**config.mk**
```make
export PLATFORM = sky130hd
export DESIGN_NAME = uirq_top
export DESIGN_NICKNAME = d
export VERILOG_FILES = /design/src/uirq_pkg.sv /design/src/uirq_top.sv /design/src/uirq_tx.sv
export VERILOG_INCLUDE_DIRS = /design/src
export SDC_FILE = /design/constraint.sdc
export NUM_CORES = 1
export LEC_CHECK = 0
export ABC_CLOCK_PERIOD_IN_PS = 2420
export BUFFER_PORTS_ARGS = -buffer_cell sky130_fd_sc_hd__buf_2
export CAP_MARGIN = 10
export CORE_ASPECT_RATIO = 0.5
export CORE_MARGIN = 3
export CORE_UTILIZATION = 35
export DETAILED_ROUTE_END_ITERATION = 7
export PLACE_DENSITY = 0.62
export SKIP_LAST_GASP = 1
export SYNTH_ARGS = -nofsm -noshare
export SYNTH_HDL_FRONTEND = slang
export SYNTH_SLANG_ARGS = --single-unit
```
**constraint.sdc**
```tcl
create_clock -name clk_i -period 2.42 [get_ports clk_i]
set_input_delay 0.484 -clock clk_i [delete_from_list [all_inputs] [get_ports clk_i]]
set_output_delay 0.484 -clock clk_i [all_outputs]
set_load 0.05 [all_outputs]
```
**src/uirq_regs.svh**
```systemverilog
`ifndef UIRQ_REGS_SVH
`define UIRQ_REGS_SVH
// Register byte addresses, one aligned word each
`define UIRQ_OFF_DATA   5'h00
`define UIRQ_OFF_IER    5'h04
`define UIRQ_OFF_IIR    5'h08
`define UIRQ_OFF_LCR    5'h0c
`define UIRQ_OFF_LSR    5'h14
`define UIRQ_OFF_MSR    5'h18
// Identification codes, bits 3..0
`define UIRQ_IID_NONE   4'h1
`define UIRQ_IID_LS     4'h6
`define UIRQ_IID_RDA    4'h4
`define UIRQ_IID_CTO    4'hc
`define UIRQ_IID_THRE   4'h2
`define UIRQ_IID_MS     4'h0
// Enable bit positions
`define UIRQ_IER_RDA    0
`define UIRQ_IER_THRE   1
`define UIRQ_IER_LS     2
`define UIRQ_IER_MS     3
// FIFO control bit positions
`define UIRQ_FCR_EN     0
`define UIRQ_FCR_RXCLR  1
`define UIRQ_FCR_TXCLR  2
`define UIRQ_FCR_DMA    3
`define UIRQ_FCR_TRIG   7:6
// Reset values
`define UIRQ_LCR_RST    8'h00
`define UIRQ_IER_RST    4'h0
`define UIRQ_DIV_RST    16'h0001
`define UIRQ_TRIG_RST   2'h0
// Stop and bit lengths in half-bit ticks; 5-bit length code
`define UIRQ_STOP_H1    3'h2
`define UIRQ_STOP_H15   3'h3
`define UIRQ_STOP_H2    3'h4
`define UIRQ_HALF_BIT   3'h2
`define UIRQ_LEN_5      2'h0
`endif

```
**src/uirq_pkg.sv**
```systemverilog
package uirq_pkg;
    // Line format register, bit 7 down to bit 0
    typedef struct packed {
        logic       divisor_access_select;
        logic       brk;
        logic       stick;
        logic       even;
        logic       par_en;
        logic       stop2;
        logic [1:0] len;
    } uirq_lcr_t;

    // One received character with its parity and first stop bit
    typedef struct packed {
        logic [7:0] data;
        logic       par;
        logic       stop;
    } uirq_rxchar_t;

    typedef enum logic [2:0] {
        UIRQ_TX_IDLE  = 3'h0,
        UIRQ_TX_START = 3'h1,
        UIRQ_TX_DATA  = 3'h3,
        UIRQ_TX_PAR   = 3'h2,
        UIRQ_TX_STOP  = 3'h6
    } uirq_tx_state_t;

    // Parity bit to send or expect for the selected length and mode
    function automatic logic uirq_par_bit(input logic [7:0] d, input uirq_lcr_t f);
        logic x;
        x = 1'b0;
        for (int i = 0; i < 8; i++) begin
            if (i < 5 + int'(f.len)) begin
                x = x ^ d[i];
            end
        end
        if (f.stick) begin
            return ~f.even;
        end
        return f.even ? x : ~x;
    endfunction
endpackage

```
**src/uirq_top.sv**
```systemverilog
`timescale 1ns/10ps
`include "uirq_regs.svh"
// Function
// - Four interrupt levels: line status, rx data/timeout, tx empty, modem status.
// - Ident bit 0 low while pending; high with bits 3..1 zero when idle.
// - Line status reports 0110, cleared by reading the line state register.
// - Received data reports 0100; level or trigger; cleared by reading rx buffer.
// - Character timeout reports 1100; cleared by reading rx buffer.
// - Ident bit 3 is zero in character mode; set only for timeout.
// - Tx empty reports 0010; cleared by tx write or ident read of it.
// - Modem status reports 0000; cleared by reading the modem state register.
// - Ident bits 4 and 5 always read zero.
// - Ident bits 6 and 7 read one when FIFOs are enabled.
// - Format bits 1..0 pick 5, 6, 7 or 8 data bits.
// - Bit 2 gives two stop bits, or one and a half for 5-bit characters.
// - Receiver checks only the first stop bit.
// - Bit 3 adds parity after data on send and checks it on receive.
// - Bit 4 picks even parity, clear picks odd.
// - Bits 5 and 3 fix the parity bit to the inverse of bit 4.
// - Bit 6 holds the serial output low until cleared.
// - Break only touches the pin; the transmitter keeps shifting.
// - Bit 7 steers offsets 0 and 4 to the divisor latches.
// - The line format register reads back what was written.
// - Each source competes only while its enable bit is set.
module uirq_top #(
    parameter int ADDR_W = 5
) (
    input  wire logic                  clk_i,
    input  wire logic                  rst_i,
    // Wishbone classic slave
    input  wire logic                  wb_cyc_i,
    input  wire logic                  wb_stb_i,
    input  wire logic                  wb_we_i,
    input  wire logic [ADDR_W-1:0]     wb_adr_i,
    input  wire logic [3:0]            wb_sel_i,
    input  wire logic [31:0]           wb_dat_i,
    output logic [31:0]                wb_dat_o,
    output logic                       wb_ack_o,
    // Receive side events from the receiver and FIFO logic
    input  wire logic                  rx_valid_i,
    input  wire uirq_pkg::uirq_rxchar_t rx_char_i,
    input  wire logic                  rx_break_i,
    input  wire logic                  rx_overrun_i,
    input  wire logic                  rx_trig_i,
    input  wire logic                  rx_timeout_i,
    input  wire logic [7:0]            rx_fifo_data_i,
    // Modem state from the modem block
    input  wire logic                  modem_change_i,
    input  wire logic [7:0]            modem_state_i,
    // Half-bit tick from the baud generator
    input  wire logic                  half_tick_i,
    output logic                       serial_out_pin_o,
    output logic                       rx_buffer_rd_o,
    output logic                       line_state_rd_o,
    output logic                       modem_state_rd_o,
    output logic                       rx_fifo_clr_o,
    output logic                       tx_fifo_clr_o,
    output logic [1:0]                 rx_trig_level_o,
    output logic                       dma_mode_o,
    output logic [15:0]                divisor_o,
    output uirq_pkg::uirq_lcr_t        line_format_o
);
    generate
        if (ADDR_W < 5) begin : g_chk
            $error("uirq_top: ADDR_W must be at least 5");
        end
    endgenerate

    uirq_pkg::uirq_lcr_t line_format_control;
    logic [3:0]  irq_enable_reg;
    logic        fifo_en_reg;
    logic [7:0]  rx_buffer_reg;
    logic        rx_full_reg;
    logic        oe_reg;
    logic        pe_reg;
    logic        fe_reg;
    logic        bi_reg;
    logic        thre_pend_reg;
    logic        thre_seen_reg;
    logic        ms_pend_reg;
    logic [7:0]  div_lo_reg;
    logic [7:0]  div_hi_reg;
    logic [3:0]  iid;
    logic [7:0]  ident;
    logic [7:0]  line_state;
    logic [31:0] rd_next;
    logic        req;
    logic        wr;
    logic        rd;
    logic        wr_thr;
    logic        rd_rbr;
    logic        rd_iir;
    logic        rd_lsr;
    logic        rd_msr;
    logic        pe_now;
    logic        fe_now;
    logic        ls_src;
    logic        rda_src;
    logic        cto_src;
    logic        hold_empty;
    logic        tx_idle;
    logic        txd;
    logic [4:0]  off;

    // A new request is taken once; ack drops in the next cycle
    assign off    = wb_adr_i[4:0];
    assign req    = wb_cyc_i && wb_stb_i && !wb_ack_o;
    assign wr     = req && wb_we_i && wb_sel_i[0];
    assign rd     = req && !wb_we_i;
    assign wr_thr = wr && off == `UIRQ_OFF_DATA && !line_format_control.divisor_access_select;
    assign rd_rbr = rd && off == `UIRQ_OFF_DATA && !line_format_control.divisor_access_select;
    assign rd_iir = rd && off == `UIRQ_OFF_IIR;
    assign rd_lsr = rd && off == `UIRQ_OFF_LSR;
    assign rd_msr = rd && off == `UIRQ_OFF_MSR;

    // Bus answer, one wait state
    always_ff @(posedge clk_i) begin
        if (rst_i) begin
            wb_ack_o <= 1'b0;
            wb_dat_o <= 32'h0000_0000;
        end else begin
            wb_ack_o <= req;
            wb_dat_o <= req ? rd_next : 32'h0000_0000;
        end
    end

    // Receive character checks; later stop bits never reach this block
    always_comb begin
        pe_now = line_format_control.par_en &&
                 (rx_char_i.par != uirq_pkg::uirq_par_bit(rx_char_i.data,
                                                          line_format_control));
        fe_now = !rx_char_i.stop;
    end

    // Line status error bits; a new error in the read cycle survives
    always_ff @(posedge clk_i) begin
        if (rst_i) begin
            oe_reg <= 1'b0;
            pe_reg <= 1'b0;
            fe_reg <= 1'b0;
            bi_reg <= 1'b0;
        end else begin
            oe_reg <= (oe_reg && !rd_lsr) || rx_overrun_i ||
                      (rx_valid_i && rx_full_reg && !fifo_en_reg && !rd_rbr);
            pe_reg <= (pe_reg && !rd_lsr) || (rx_valid_i && pe_now);
            fe_reg <= (fe_reg && !rd_lsr) || (rx_valid_i && fe_now);
            bi_reg <= (bi_reg && !rd_lsr) || rx_break_i;
        end
    end

    // Character mode receive buffer; FIFO mode keeps data outside
    always_ff @(posedge clk_i) begin
        if (rst_i) begin
            rx_buffer_reg <= 8'h00;
            rx_full_reg   <= 1'b0;
        end else if (rx_valid_i && !fifo_en_reg) begin
            rx_buffer_reg <= rx_char_i.data;
            rx_full_reg   <= 1'b1;
        end else if (rd_rbr || fifo_en_reg) begin
            rx_full_reg   <= 1'b0;
        end
    end

    // Tx empty source: raised on the empty edge, dropped by write or ident read
    always_ff @(posedge clk_i) begin
        if (rst_i) begin
            thre_seen_reg <= 1'b1;
            thre_pend_reg <= 1'b0;
        end else begin
            thre_seen_reg <= hold_empty;
            if ((hold_empty && !thre_seen_reg) ||
                (wr && off == `UIRQ_OFF_IER && !line_format_control.divisor_access_select &&
                 wb_dat_i[`UIRQ_IER_THRE] && !irq_enable_reg[`UIRQ_IER_THRE] && hold_empty)) begin
                thre_pend_reg <= 1'b1;
            end else if (wr_thr || (rd_iir && iid == `UIRQ_IID_THRE)) begin
                thre_pend_reg <= 1'b0;
            end
        end
    end

    // Modem change source; a change in the read cycle wins over the clear
    always_ff @(posedge clk_i) begin
        if (rst_i) begin
            ms_pend_reg <= 1'b0;
        end else if (modem_change_i) begin
            ms_pend_reg <= 1'b1;
        end else if (rd_msr) begin
            ms_pend_reg <= 1'b0;
        end
    end

    // Source levels
    assign ls_src  = oe_reg || pe_reg || fe_reg || bi_reg;
    assign rda_src = fifo_en_reg ? rx_trig_i : rx_full_reg;
    assign cto_src = fifo_en_reg && rx_timeout_i;

    // Priority encoder; recomputed every cycle so the next source shows
    always_comb begin
        if (ls_src && irq_enable_reg[`UIRQ_IER_LS]) begin
            iid = `UIRQ_IID_LS;
        end else if (rda_src && irq_enable_reg[`UIRQ_IER_RDA]) begin
            iid = `UIRQ_IID_RDA;
        end else if (cto_src && irq_enable_reg[`UIRQ_IER_RDA]) begin
            iid = `UIRQ_IID_CTO;
        end else if (thre_pend_reg && irq_enable_reg[`UIRQ_IER_THRE]) begin
            iid = `UIRQ_IID_THRE;
        end else if (ms_pend_reg && irq_enable_reg[`UIRQ_IER_MS]) begin
            iid = `UIRQ_IID_MS;
        end else begin
            iid = `UIRQ_IID_NONE;
        end
    end

    // Ident byte: FIFO flags, two zero bits, code
    assign ident = {fifo_en_reg, fifo_en_reg, 2'h0, iid};

    // Line state byte built from block state
    assign line_state = {1'b0, tx_idle, hold_empty, bi_reg, fe_reg, pe_reg, oe_reg,
                         fifo_en_reg ? 1'b0 : rx_full_reg};

    // Read mux; unmapped offsets read zero
    always_comb begin
        rd_next = 32'h0000_0000;
        case (off)
            `UIRQ_OFF_DATA: begin
                if (line_format_control.divisor_access_select) begin
                    rd_next[7:0] = div_lo_reg;
                end else begin
                    rd_next[7:0] = fifo_en_reg ? rx_fifo_data_i : rx_buffer_reg;
                end
            end
            `UIRQ_OFF_IER: begin
                if (line_format_control.divisor_access_select) begin
                    rd_next[7:0] = div_hi_reg;
                end else begin
                    rd_next[3:0] = irq_enable_reg;
                end
            end
            `UIRQ_OFF_IIR: rd_next[7:0] = ident;
            `UIRQ_OFF_LCR: rd_next[7:0] = line_format_control;
            `UIRQ_OFF_LSR: rd_next[7:0] = line_state;
            `UIRQ_OFF_MSR: rd_next[7:0] = modem_state_i;
            default:       rd_next = 32'h0000_0000;
        endcase
    end

    // Line format register, read back unchanged
    always_ff @(posedge clk_i) begin
        if (rst_i) begin
            line_format_control <= `UIRQ_LCR_RST;
        end else if (wr && off == `UIRQ_OFF_LCR) begin
            line_format_control <= wb_dat_i[7:0];
        end
    end

    // Enable register, only reachable with divisor access off
    always_ff @(posedge clk_i) begin
        if (rst_i) begin
            irq_enable_reg <= `UIRQ_IER_RST;
        end else if (wr && off == `UIRQ_OFF_IER && !line_format_control.divisor_access_select) begin
            irq_enable_reg <= wb_dat_i[3:0];
        end
    end

    // Divisor latches behind the access select bit
    always_ff @(posedge clk_i) begin
        if (rst_i) begin
            div_lo_reg <= 8'(`UIRQ_DIV_RST);
            div_hi_reg <= 8'h00;
        end else if (wr && line_format_control.divisor_access_select) begin
            if (off == `UIRQ_OFF_DATA) begin
                div_lo_reg <= wb_dat_i[7:0];
            end
            if (off == `UIRQ_OFF_IER) begin
                div_hi_reg <= wb_dat_i[7:0];
            end
        end
    end

    // FIFO control; other bits are only taken with the enable bit set
    always_ff @(posedge clk_i) begin
        if (rst_i) begin
            fifo_en_reg     <= 1'b0;
            rx_fifo_clr_o   <= 1'b0;
            tx_fifo_clr_o   <= 1'b0;
            rx_trig_level_o <= `UIRQ_TRIG_RST;
            dma_mode_o      <= 1'b0;
        end else begin
            rx_fifo_clr_o <= 1'b0;
            tx_fifo_clr_o <= 1'b0;
            if (wr && off == `UIRQ_OFF_IIR) begin
                fifo_en_reg <= wb_dat_i[`UIRQ_FCR_EN];
                if (wb_dat_i[`UIRQ_FCR_EN] != fifo_en_reg) begin
                    rx_fifo_clr_o <= 1'b1;
                    tx_fifo_clr_o <= 1'b1;
                end
                if (wb_dat_i[`UIRQ_FCR_EN]) begin
                    rx_fifo_clr_o   <= wb_dat_i[`UIRQ_FCR_RXCLR] || !fifo_en_reg;
                    tx_fifo_clr_o   <= wb_dat_i[`UIRQ_FCR_TXCLR] || !fifo_en_reg;
                    rx_trig_level_o <= wb_dat_i[`UIRQ_FCR_TRIG];
                    dma_mode_o      <= wb_dat_i[`UIRQ_FCR_DMA];
                end
            end
        end
    end

    // Read side-effect strobes for the neighbouring blocks
    always_ff @(posedge clk_i) begin
        if (rst_i) begin
            rx_buffer_rd_o   <= 1'b0;
            line_state_rd_o  <= 1'b0;
            modem_state_rd_o <= 1'b0;
        end else begin
            rx_buffer_rd_o   <= rd_rbr;
            line_state_rd_o  <= rd_lsr;
            modem_state_rd_o <= rd_msr;
        end
    end

    // Format and divisor outputs, registered copies
    always_ff @(posedge clk_i) begin
        if (rst_i) begin
            line_format_o <= `UIRQ_LCR_RST;
            divisor_o     <= `UIRQ_DIV_RST;
        end else begin
            line_format_o <= line_format_control;
            divisor_o     <= {div_hi_reg, div_lo_reg};
        end
    end

    uirq_tx u_tx (
        .clk_i        (clk_i),
        .rst_i        (rst_i),
        .half_tick_i  (half_tick_i),
        .load_i       (wr_thr),
        .data_i       (wb_dat_i[7:0]),
        .fmt_i        (line_format_control),
        .hold_empty_o (hold_empty),
        .idle_o       (tx_idle),
        .txd_o        (txd)
    );

    // Break forces the pin only; the shifter above never sees it
    always_ff @(posedge clk_i) begin
        if (rst_i) begin
            serial_out_pin_o <= 1'b1;
        end else begin
            serial_out_pin_o <= line_format_control.brk ? 1'b0 : txd;
        end
    end
endmodule

```
**src/uirq_tx.sv**
```systemverilog
`timescale 1ns/10ps
`include "uirq_regs.svh"
// Character transmitter: one holding register and one shift register
module uirq_tx (
    input  wire logic               clk_i,
    input  wire logic               rst_i,
    input  wire logic               half_tick_i,
    input  wire logic               load_i,
    input  wire logic [7:0]         data_i,
    input  wire uirq_pkg::uirq_lcr_t fmt_i,
    output logic                    hold_empty_o,
    output logic                    idle_o,
    output logic                    txd_o
);
    uirq_pkg::uirq_tx_state_t state_reg;
    logic [7:0] hold_reg;
    logic [7:0] shift_reg;
    logic [2:0] half_reg;
    logic [2:0] bit_reg;
    logic [2:0] stop_h;

    // Stop length in half bits
    always_comb begin
        if (!fmt_i.stop2) begin
            stop_h = `UIRQ_STOP_H1;
        end else if (fmt_i.len == `UIRQ_LEN_5) begin
            stop_h = `UIRQ_STOP_H15;
        end else begin
            stop_h = `UIRQ_STOP_H2;
        end
    end

    // Holding register; a load while full overwrites
    always_ff @(posedge clk_i) begin
        if (rst_i) begin
            hold_empty_o <= 1'b1;
            hold_reg     <= 8'h00;
        end else if (load_i) begin
            hold_empty_o <= 1'b0;
            hold_reg     <= data_i;
        end else if (state_reg == uirq_pkg::UIRQ_TX_IDLE && !hold_empty_o) begin
            hold_empty_o <= 1'b1;
        end
    end

    // Shift sequence; break never reaches here, so shifting goes on
    always_ff @(posedge clk_i) begin
        if (rst_i) begin
            state_reg <= uirq_pkg::UIRQ_TX_IDLE;
            shift_reg <= 8'h00;
            half_reg  <= 3'h0;
            bit_reg   <= 3'h0;
            txd_o     <= 1'b1;
        end else begin
            case (state_reg)
                uirq_pkg::UIRQ_TX_IDLE: begin
                    txd_o <= 1'b1;
                    if (!hold_empty_o && !load_i) begin
                        shift_reg <= hold_reg;
                        state_reg <= uirq_pkg::UIRQ_TX_START;
                        half_reg  <= 3'h0;
                        txd_o     <= 1'b0;
                    end
                end
                uirq_pkg::UIRQ_TX_START: begin
                    if (half_tick_i) begin
                        half_reg <= half_reg + 3'h1;
                        if (half_reg + 3'h1 == `UIRQ_HALF_BIT) begin
                            half_reg  <= 3'h0;
                            bit_reg   <= 3'h0;
                            txd_o     <= shift_reg[0];
                            state_reg <= uirq_pkg::UIRQ_TX_DATA;
                        end
                    end
                end
                uirq_pkg::UIRQ_TX_DATA: begin
                    if (half_tick_i) begin
                        half_reg <= half_reg + 3'h1;
                        if (half_reg + 3'h1 == `UIRQ_HALF_BIT) begin
                            half_reg <= 3'h0;
                            bit_reg  <= bit_reg + 3'h1;
                            if (bit_reg == 3'(3'h4 + {1'b0, fmt_i.len})) begin
                                if (fmt_i.par_en) begin
                                    txd_o     <= uirq_pkg::uirq_par_bit(shift_reg, fmt_i);
                                    state_reg <= uirq_pkg::UIRQ_TX_PAR;
                                end else begin
                                    txd_o     <= 1'b1;
                                    state_reg <= uirq_pkg::UIRQ_TX_STOP;
                                end
                            end else begin
                                txd_o <= shift_reg[bit_reg + 3'h1];
                            end
                        end
                    end
                end
                uirq_pkg::UIRQ_TX_PAR: begin
                    if (half_tick_i) begin
                        half_reg <= half_reg + 3'h1;
                        if (half_reg + 3'h1 == `UIRQ_HALF_BIT) begin
                            half_reg  <= 3'h0;
                            txd_o     <= 1'b1;
                            state_reg <= uirq_pkg::UIRQ_TX_STOP;
                        end
                    end
                end
                uirq_pkg::UIRQ_TX_STOP: begin
                    if (half_tick_i) begin
                        half_reg <= half_reg + 3'h1;
                        if (half_reg + 3'h1 == stop_h) begin
                            half_reg  <= 3'h0;
                            state_reg <= uirq_pkg::UIRQ_TX_IDLE;
                        end
                    end
                end
                default: state_reg <= uirq_pkg::UIRQ_TX_IDLE;
            endcase
        end
    end

    assign idle_o = (state_reg == uirq_pkg::UIRQ_TX_IDLE) && hold_empty_o;
endmodule

```
Word-level counts from Yosys, hierarchy flattened
Index checks and enable logic that the tools add are counted.

operators by class
  add/subtract/negate cells = 4
  $lt $le $gt $ge = 9
  eq/ne operators = 26
  mux-type cells = 137
  bitwise logic cells = 19
  reductions and logical operators = 87

operator list
  operator               count
  $lt A4 B32 Y1 const A  4
  $mux W1                101
  $mux W3                22
  $lt A3 B32 Y1 const A  2
  $pmux W8 S6            1
  $logic_and A1 B1 Y1    42
  $lt A1 B32 Y1 const A  1
  $lt A2 B32 Y1 const A  1
  $mux W4                5
  $mux W8                2
  $pmux W3 S5            1
  $ne A2 B1 Y1 const B   7
  $xor A1 B1 Y1          14
  $logic_or A1 B1 Y1     13
  $logic_not A1 Y1       11
  $eq A5 B4 Y1 const B   2
  $eq A5 B5 Y1 const B   2
  $reduce_and A10 Y1     1
  $reduce_bool A2 Y1     5
  $eq A3 B2 Y1 const B   3
  $pmux W3 S3            1
  $ne A2 B2 Y1 const B   4
  $reduce_and A2 Y1      4
  $reduce_and A7 Y1      1
  24 further kinds       32

word-level totals
  bits in registers = 138
  input port bits = 79
  output and inout port bits = 66

Depth between registers and ports, before layout
Gate-level depths: netlist of run 1.

  depth in word-level cells = 73
  mapped depth = 8
  depth with buffers taken out = 8

By module
Synthesis of run 1 repeated with hierarchy kept, for this count alone.

second synthesis, totals
  cell total of the unflattened synthesis = 582
  area total of the unflattened synthesis = 5341.4 sq um

by module, submodules not included
  module    times used  cells an instance  area an instance (sq um)
  uirq_top  1           396                3762.4
  uirq_tx   1           186                1579.0

Least setup slack after synthesis of run 1
Ideal clock, no wire load.

  path kind = input-to-reg
  start point = input port rx_char_i[3] (netlist name)
  end point = register pe_reg
  library setup time = 0.122 ns
  arrival = 1.884 ns
  data required time = 2.298 ns
  setup slack = 0.414 ns
  stages on the path = 5
  path buffers = 0
  path through = xnor3_1 -> xnor2_1 -> or4b_1 -> and3b_1 -> a311o_1

on the way
  word-level cells in the longest chain between the ends = 21

RTL lines
  item                     RTL line         text
  start: declaration       uirq_top.sv:41   input wire uirq_pkg::uirq_rxchar_t rx_char_i,
  $xor A1 B1 Y1 *          uirq_pkg.sv:34   x = x ^ d[i];
  $mux W1 *                uirq_pkg.sv:33   if (i < 5 + int'(f.len)) begin
  $xor A1 B1 Y1            uirq_pkg.sv:34
  $mux W1 *                uirq_pkg.sv:33
  $xor A1 B1 Y1            uirq_pkg.sv:34
  $mux W1 *                uirq_pkg.sv:33
  $xor A1 B1 Y1            uirq_pkg.sv:34
  $mux W1 *                uirq_pkg.sv:33
  [... 4 more ...]         -
  $xor A1 B1 Y1            uirq_pkg.sv:34
  $mux W1 *                uirq_pkg.sv:33
  $not A1 Y1               uirq_pkg.sv:40   return f.even ? x : ~x;
  $mux W1 * (2 in series)  uirq_pkg.sv:40
  $ne A1 B1 Y1 *           uirq_top.sv:130  (rx_char_i.par != uirq_pkg::uirq_par_bit(rx_char_i.data,
  $logic_and A1 B1 Y1 *    uirq_top.sv:129  pe_now = line_format_control.par_en &&
  $logic_and A1 B1 Y1 *    uirq_top.sv:145  pe_reg <= (pe_reg && !rd_lsr) || (rx_valid_i && pe_now);
  $logic_or A1 B1 Y1 *     uirq_top.sv:145
  end signal: assignment   uirq_top.sv:145
  end: declaration         uirq_top.sv:75   logic pe_reg;

Mark *: on every way between the ends. The rest lies on a longest branch, timed or not.
A chain may end at the register's enable or synchronous reset.

Worst setup path in the final report of run 1
  start point = register line_format_control[1] (netlist name)
  end point = register u_tx.txd_o

on the way
  word-level cells in the longest chain between the ends = 73
  elaborated cells on any way between the ends = 82
  classes of those cells = add/sub: 2; order compare: 8; eq/ne: 1; mux: 63; bitwise: 8

RTL lines
  item                      RTL line         text
  start: declaration        uirq_top.sv:69   uirq_pkg::uirq_lcr_t line_format_control;
  start signal: assignment  uirq_top.sv:250  line_format_control <= `UIRQ_LCR_RST;
  start signal: assignment  uirq_top.sv:252  line_format_control <= wb_dat_i[7:0];
  $add A3 B2 Y4             uirq_pkg.sv:33
  $lt A1 B32 Y1             uirq_pkg.sv:33
  $mux W1                   uirq_pkg.sv:33
  $mux W1                   uirq_tx.sv:83    if (fmt_i.par_en) begin
  $mux W1                   uirq_tx.sv:82    if (bit_reg == 3'(3'h4 + {1'b0, fmt_i.len})) begin
  $mux W1                   uirq_tx.sv:79    if (half_reg + 3'h1 == `UIRQ_HALF_BIT) begin
  $mux W1                   uirq_tx.sv:77    if (half_tick_i) begin
  $mux W1                   uirq_tx.sv:55    case (state_reg)
  [... 56 more ...]         -
  $mux W1                   uirq_tx.sv:48    if (rst_i) begin
  $not A1 Y1                uirq_pkg.sv:40
  $mux W1 (2 in series)     uirq_pkg.sv:40
  $mux W1                   uirq_tx.sv:83
  $mux W1 *                 uirq_tx.sv:82
  $mux W1 *                 uirq_tx.sv:79
  $mux W1 *                 uirq_tx.sv:77
  $pmux W1 S4 *             uirq_tx.sv:55
  end signal: assignment    uirq_tx.sv:71    txd_o <= shift_reg[0];
  end signal: assignment    uirq_tx.sv:84    txd_o <= uirq_pkg::uirq_par_bit(shift_reg, fmt_i);
  end signal: assignment    uirq_tx.sv:91    txd_o <= shift_reg[bit_reg + 3'h1];
  end: declaration          uirq_tx.sv:13    output logic txd_o

Mark *: on every way between the ends. The rest lies on a longest branch, timed or not. The select of a mux whose other input is x is not followed.

==> impl_metrics.py, run 1 <==
metrics = {
    "setup_path": {
        "crit_chain": "and2b_2 > o21ai_2 > and4_2 > or4b_1 > a41oi_1 > o221ai_1",
        "worst_path_max_delay_cell": "dfxtp_1",
        "slowest_delay_ns": 0.61,
        "worstPathBufferInverterCount": 0,
        "start_kind": "flop",
        "rr_worst_depth": 6,
        "critPathLaunch": "line_format_control[1]",
        "end_kind": "flop",
        "regToRegSetupSlack_ns": 0.26,
        "r2r-end": "u_tx.txd_o",
        "cp_data_required_time_ns": 2.69,
        "crit_type": "flop to flop",
        "critPathCapture": "u_tx.txd_o",
        "r2r_start": "line_format_control[1]",
        "arrival_ns": 2.42,
        "worstSetupPathDepth": 6,
        "crit_family": "simple AND/OR/NAND/NOR gates",
        "worstPathMaxFanout": 11,
    },
    "timing": {
        "holdWs_ns": 0.290,
        "hold_violations": 0,
        "timing.final.crit_share": 0.892,
        "maxSlewViolCount": 0,
        "setup_ws_ns": 0.261,
        "timing.slew.headroom": 0.562,
        "tightest_slew_ns": 0.651,
        "final-setup-viol-count": 0,
        "min_period_ns": 2.16,
        "finClkSkew_ns": 0.00905,
        "setup_tns_ns": 0,
        "rsz0062_at_grt": "false",
        "fmax_ghz": 0.463,
    },
    "clock_tree": {
        "post_cts_buffers": 0,
        "cts_root_buf": "clkbuf_16",
        "cts_sinks": 114,
        "htreeDepth": 4,
        "hold_buffers": 0,
        "clock_latency_ns": 0.41,
        "cts_tree": "yes",
        "cts.clk_slew.worst_paths_ns": 0.05,
        "post_cts_resized": 0,
        "cts.path.max_buffers": 2,
        "cts_made_buffers": 17,
    },
    "flow_run": {
        "cap_violations": 0,
    },
    "power": {
        "vdd_ir_drop_max_mv": 0.615,
        "cell_internal_pwr_mw": 3.95,
        "comb_power_share": 0.056,
        "p_total_mw": 5.07,
        "switchingPower_mw": 1.11,
        "power_density_mw_per_mm2": 779,
        "netSwitchingFraction": 0.219,
        "leakagePower_nw": 2.62,
        "seqPwrFrac": 0.375,
        "clockPowerShare": 0.568,
    },
    "grt": {
        "grt_max_degree": 42,
        "grt_pass1_vias": 4249,
        "grt_pass1_wl_um": 22700,
        "antenna_found_initial": 0,
        "overflow": 0,
        "grt_usage": 0.177,
    },
    "route": {
        "detail_route.wl_per_cell_um": 16.3,
        "vias_per_cell": 5.01,
        "drt_iter0_drc": 305,
        "ant_nets": 0,
        "vias": 4502,
        "drc": 0,
        "drt_first_pass_iters": 5,
        "wl_um": 14600,
    },
    "die": {
        "floorplan.initialDensity": 0.372,
        "coreArea_mm2": 0.0141,
        "die_x_um": 179,
        "fp.dieH_um": 92.6,
        "ios": 145,
        "die-area_mm2": 0.0166,
        "fp-row-count": 30,
    },
    "logic_synthesis": {
        "async_reset_ff_frac": 0,
        "synthDistinctLibCells": 64,
        "syn_area_mm2": 0.00525,
        "synth_top_family_by_area": "simple AND/OR/NAND/NOR gates",
        "synthFlopType": "dfxtp_1",
        "synthSimpleGateAreaFrac": 0.227,
        "synth_warnings": 0,
        "synthesis.instances": 599,
        "syn_avg_cell_area_um2": 8.77,
        "synth_xor_area_frac": 0.0283,
        "ys_seq_area_frac": 0.434,
        "synth_mux_area_frac": 0.0931,
        "synthAdderAreaFrac": 0.00715,
        "synth-edff-count": 0,
        "synth_seq_cells": 114,
        "synth_compound_gate_area_share": 0.136,
    },
    "place": {
        "place_area_mm2": 0.00582,
        "gp_congestion": 0.920,
        "dp_cells": 866,
        "dp_hpwl_um": 10900,
        "port_buffers": 93,
        "pre_cts_ws_ns": 0.193,
    },
    "final_layout": {
        "drive_gt1_frac": 0.222,
        "fin_nets": 775,
        "syn_to_final_growth_pct": 23.9,
        "antenna_cells": 0,
        "largest_reg_flops": 16,
        "final_area_mm2": 0.00651,
        "top_register": "divisor_o",
        "post-route-util": 0.461,
        "n_fill_cell": 1405,
        "fin_cells": 898,
    },
    "status": {
        "status": "finished clean",
    },
    "min_path": {
        "hold_path_class": "primary input to flop",
    },
}
==> cell usage after synthesis (3+ instances only) <==
cell type  instances  share of area
dfxtp_1          114           0.43
nand2_1           73          0.052
nor2_1            62          0.044
a21oi_1           49          0.047
mux2i_1           44          0.084
nor2b_1           31          0.037
buf_4             25          0.036
o21ai_0           23          0.022
nand3_1           21          0.020
clkbuf_1          20          0.014
inv_1              7         0.0050
xnor2_1            7          0.012
and3_1             6         0.0071
nor3_1             6         0.0057
nor3b_1            6         0.0086
a22oi_1            5         0.0071
buf_1              5         0.0036
buf_2              5         0.0048
nand3b_1           5         0.0071
a221oi_1           4         0.0067
a31oi_1            4         0.0048
and2_1             4         0.0048
nand2b_1           4         0.0048
or2_2              4         0.0048
a21o_1             3         0.0043
a222oi_1           3         0.0057
a32oi_1            3         0.0050
and3b_1            3         0.0050
clkbuf_8           3         0.0079
ha_1               3         0.0071
o21a_1             3         0.0043
or3_1              3         0.0036
xor2_1             3         0.0050
==> logic make-up after synthesis <==
logic type,after synthesis
AOI/OAI and AO/OA,115
xor gates and xnor gates,13
adders and majority gates,3
buffers and inverters,66
DFF,114
muxes,46
other,1
and+or+nand+nor,241
==> power groups by stage <==
stage | registers [mW] | logic [mW] | clock network [mW]
detailed placement | 1.94 | 0.284 | 0
global placement | 1.94 | 0.282 | 0
global route | 1.90 | 0.306 | 3.01
finish | 1.90 | 0.286 | 2.88
floorplan | 1.94 | 0.208 | 0
CTS | 1.90 | 0.285 | 2.91
==> layout by cell type (no fill, tap or decap), types with 17 or more instances in the layout <==
master / n
nand3_1: 21
nand2_1: 73
nor2_1: 62
nor2b_1: 31
a21oi_1: 49
mux2i_1: 44
buf_2: 93
conb_1: 24
dfxtp_1: 114
o21ai_0: 23
buf_4: 18
clkbuf_16: 17
==> worst reg2reg max path: cells and delay by family, from the launching register on <==
kind	cells	cell delay, ns
flops	1	0.61
simple gates	3	0.93
compound gates	3	0.49
==> worst min-delay path by stage <==
stage | from | endpoint | slack, ns | depth (start not counted)
6_report | modem_change_i | ms_pend_reg | 0.29 | 3
5_1_grt | modem_change_i | ms_pend_reg | 0.30 | 3
4_1_cts | modem_change_i | ms_pend_reg | 0.29 | 3
3_5_place_dp | rx_buffer_reg[3] | rx_buffer_reg[3] | 0.45 | 2
3_3_place_gp | rx_buffer_reg[4] | rx_buffer_reg[4] | 0.44 | 2
2_1_floorplan | rx_buffer_reg[0] | rx_buffer_reg[0] | 0.44 | 2
==> layout make-up <==
cell class	instances	area [µm²]	share of cell area
flip-flops and latches	114	2280	0.351
inverters	7	26.3	0.00404
clock buffers	19	453	0.0696
well taps	192	240	0.0369
multi-input cells	442	2670	0.411
repair buffers	111	601	0.0923
clock inverters	13	230	0.0354
==> routing by layer <==
layer / up-vias / global-route usage / part of all wire
met3: 25 / 0.0467 / 0.063
li1: 2216 / - / -
met5: - / 0 / 0
met4: 0 / 0.0675 / 0.018
met1: 2111 / 0.228 / 0.45
met2: 150 / 0.285 / 0.46
No activity file was read; power rests on OpenSTA's default activity.
==> inputs of run 2 (changes only) <==
Settings changed: PLACE_DENSITY 0.62 to 0.55, SYNTH_HIERARCHICAL set to 1.
==> run 2 against run 1 <==
Against the previous run:
- highest routed layer unchanged
- power is 10% lower
- synthesized cell count down 2.8%
- sequential power is essentially flat
- critical path type unchanged
==> impl_metrics.py, run 2 <==
metrics = {
    "status": {
        "status": "finished clean",
    },
    "power": {
        "leakagePower_nw": 2.70,
        "power_density_mw_per_mm2": 697,
        "vdd_ir_drop_max_mv": 0.528,
    },
    "setup_path": {
        "end_kind": "flop",
        "rr_worst_depth": 7,
        "crit_family": "compound AO/OA/AOI/OAI gates",
        "crit_chain": "ha_1 > xnor2_2 > nor3b_1 > o21ai_1 > a211oi_2 > nand2_1 > a32o_1",
        "slowest_delay_ns": 0.42,
        "worstPathMaxFanout": 6,
        "worstSetupPathDepth": 7,
        "crit_type": "flop to flop",
        "cp_data_required_time_ns": 2.72,
        "worstPathBufferInverterCount": 0,
        "worst_path_max_delay_cell": "a211oi_2",
        "arrival_ns": 2.46,
        "start_kind": "flop",
    },
    "place": {
        "dp_cells": 864,
        "dp_hpwl_um": 10600,
        "port_buffers": 93,
        "gp_congestion": 0.842,
        "place_area_mm2": 0.00599,
    },
    "logic_synthesis": {
        "synthDistinctLibCells": 75,
        "syn_avg_cell_area_um2": 9.18,
        "synthesis.instances": 582,
        "synth_seq_cells": 114,
        "synth_top_cell_by_area": "dfxtp_1",
        "synthFlopType": "dfxtp_1",
        "synth_area_leaders": "dfxtp_1 (43%), mux2i_1 (10%), nor2_1 (4.8%)",
        "async_reset_ff_frac": 0,
        "ys_seq_area_frac": 0.427,
        "synth_most_common_cell": "dfxtp_1",
        "ys_top_cells_by_count": "dfxtp_1 (114), nor2_1 (69), mux2i_1 (56), nand2_1 (56), a21oi_1 (38)",
        "synth-edff-count": 0,
        "synth_warnings": 6,
        "synth_top_cell_area_share": 0.427,
        "syn_area_mm2": 0.00534,
    },
    "flow_run": {
        "cap_violations": 0,
    },
    "final_layout": {
        "fin_cells": 892,
        "layout_commonest_cell": "dfxtp_1",
        "layout_common_cells": "dfxtp_1 (113), buf_2 (93), nor2_1 (69)",
        "drive_gt1_frac": 0.244,
        "largest_reg_flops": 16,
        "syn_to_final_growth_pct": 22.5,
        "top_register": "divisor_o",
        "final_area_mm2": 0.00654,
        "antenna_cells": 0,
        "fin_nets": 767,
        "post-route-util": 0.445,
    },
    "die": {
        "die_x_um": 181,
        "fp-row-count": 31,
        "fp.dieH_um": 93.4,
        "coreArea_mm2": 0.0147,
        "die-area_mm2": 0.0169,
        "floorplan.initialDensity": 0.363,
        "ios": 145,
    },
    "route": {
        "wl_um": 14300,
        "vias_per_cell": 4.93,
        "detail_route.wl_per_cell_um": 16.0,
        "ant_nets": 0,
        "drc": 0,
        "vias": 4400,
        "drt_iter0_drc": 286,
        "drt_first_pass_iters": 5,
    },
    "timing": {
        "min_period_ns": 2.16,
        "final-setup-viol-count": 0,
        "fmax_ghz": 0.462,
        "hold_violations": 0,
        "maxSlewViolCount": 0,
        "finClkSkew_ns": 0.00766,
        "setup_tns_ns": 0,
        "rsz0062_at_grt": "false",
        "timing.slew.headroom": 0.578,
        "tightest_slew_ns": 0.624,
        "timing.final.crit_share": 0.894,
    },
    "grt": {
        "antenna_found_initial": 0,
        "overflow": 0,
        "grt_pass1_vias": 4251,
        "grt_usage": 0.171,
        "grt_pass1_wl_um": 22600,
        "grt_max_degree": 72,
    },
    "min_path": {
        "whs_path_depth": 3,
        "hold_path_class": "primary input to flop",
    },
    "clock_tree": {
        "cts.path.max_buffers": 2,
        "cts_made_buffers": 17,
        "hold_buffers": 0,
        "post_cts_buffers": 0,
        "cts_root_buf": "clkbuf_16",
        "htreeDepth": 4,
        "clock_latency_ns": 0.41,
        "cts.clk_slew.worst_paths_ns": 0.05,
        "post_cts_resized": 0,
        "cts_tree": "yes",
        "cts_sinks": 114,
    },
}
run 2: metrics by stage:
step           setup slack, ns  hold WS [ns]  power, mW
2_1_floorplan          0.00145         0.429       2.16
3_3_place_gp            0.0590         0.444       2.24
3_5_place_dp            0.0386         0.450       2.25
4_1_cts                  0.224         0.301       4.61
5_1_grt                0.00615         0.315       4.71
6_report                 0.258         0.307       4.56
run 2: worst paths after layout:
kind,from,to,slack [ns]
min,rx_break_i,bi_reg,0.31
min reg2reg,rx_buffer_reg[1],rx_buffer_reg[1],0.45
max reg2reg,u_tx/half_reg[0],u_tx/state_reg[1],0.26
max,u_tx/half_reg[0],u_tx/state_reg[1],0.26
run 2: worst min-delay path, delay by kind of cell:
family | cells | cell delay, ns
compound gates | 1 | 0.03
simple gates | 1 | 0.07
buf+inv | 1 | 0.09
run 2: cells by family after synthesis:
family                   Yosys count  synth area share
AO/OA/AOI/OAI                    110             0.131
XOR/XNOR                          13            0.0281
adder cells (fa/ha/maj)            3           0.00703
buffers and inverters             61            0.0656
flip-flops                       114             0.427
multiplexers                      63             0.128
other                              1          0.000702
AND/OR/NAND/NOR                  217             0.212
run 2: report_power, final:
part	total [mW]	switching [mW]	internal, mW
clock	2.35	0.821	1.53
combinational	0.303	0.215	0.0882
sequential	1.91	0.0108	1.89
run 2: final cells by class:
cell class / count / area (µm²)
Inverter: 8 / 30.0
Timing Repair Buffer: 114 / 636
Tap cell: 198 / 248
Sequential cell: 114 / 2290
Multi-Input combinational cell: 430 / 2800
Clock inverter: 8 / 90.1
Clock buffer: 20 / 457
Fill cell: 1444 / 8160
run 2: per-layer routing:
layer / track usage / vias up / part of all wire
li1: - / 2197 / -
met1: 0.226 / 2091 / 0.47
met2: 0.279 / 95 / 0.46
met3: 0.0435 / 17 / 0.047
met4: 0.0523 / 0 / 0.014
met5: 0 / - / 0
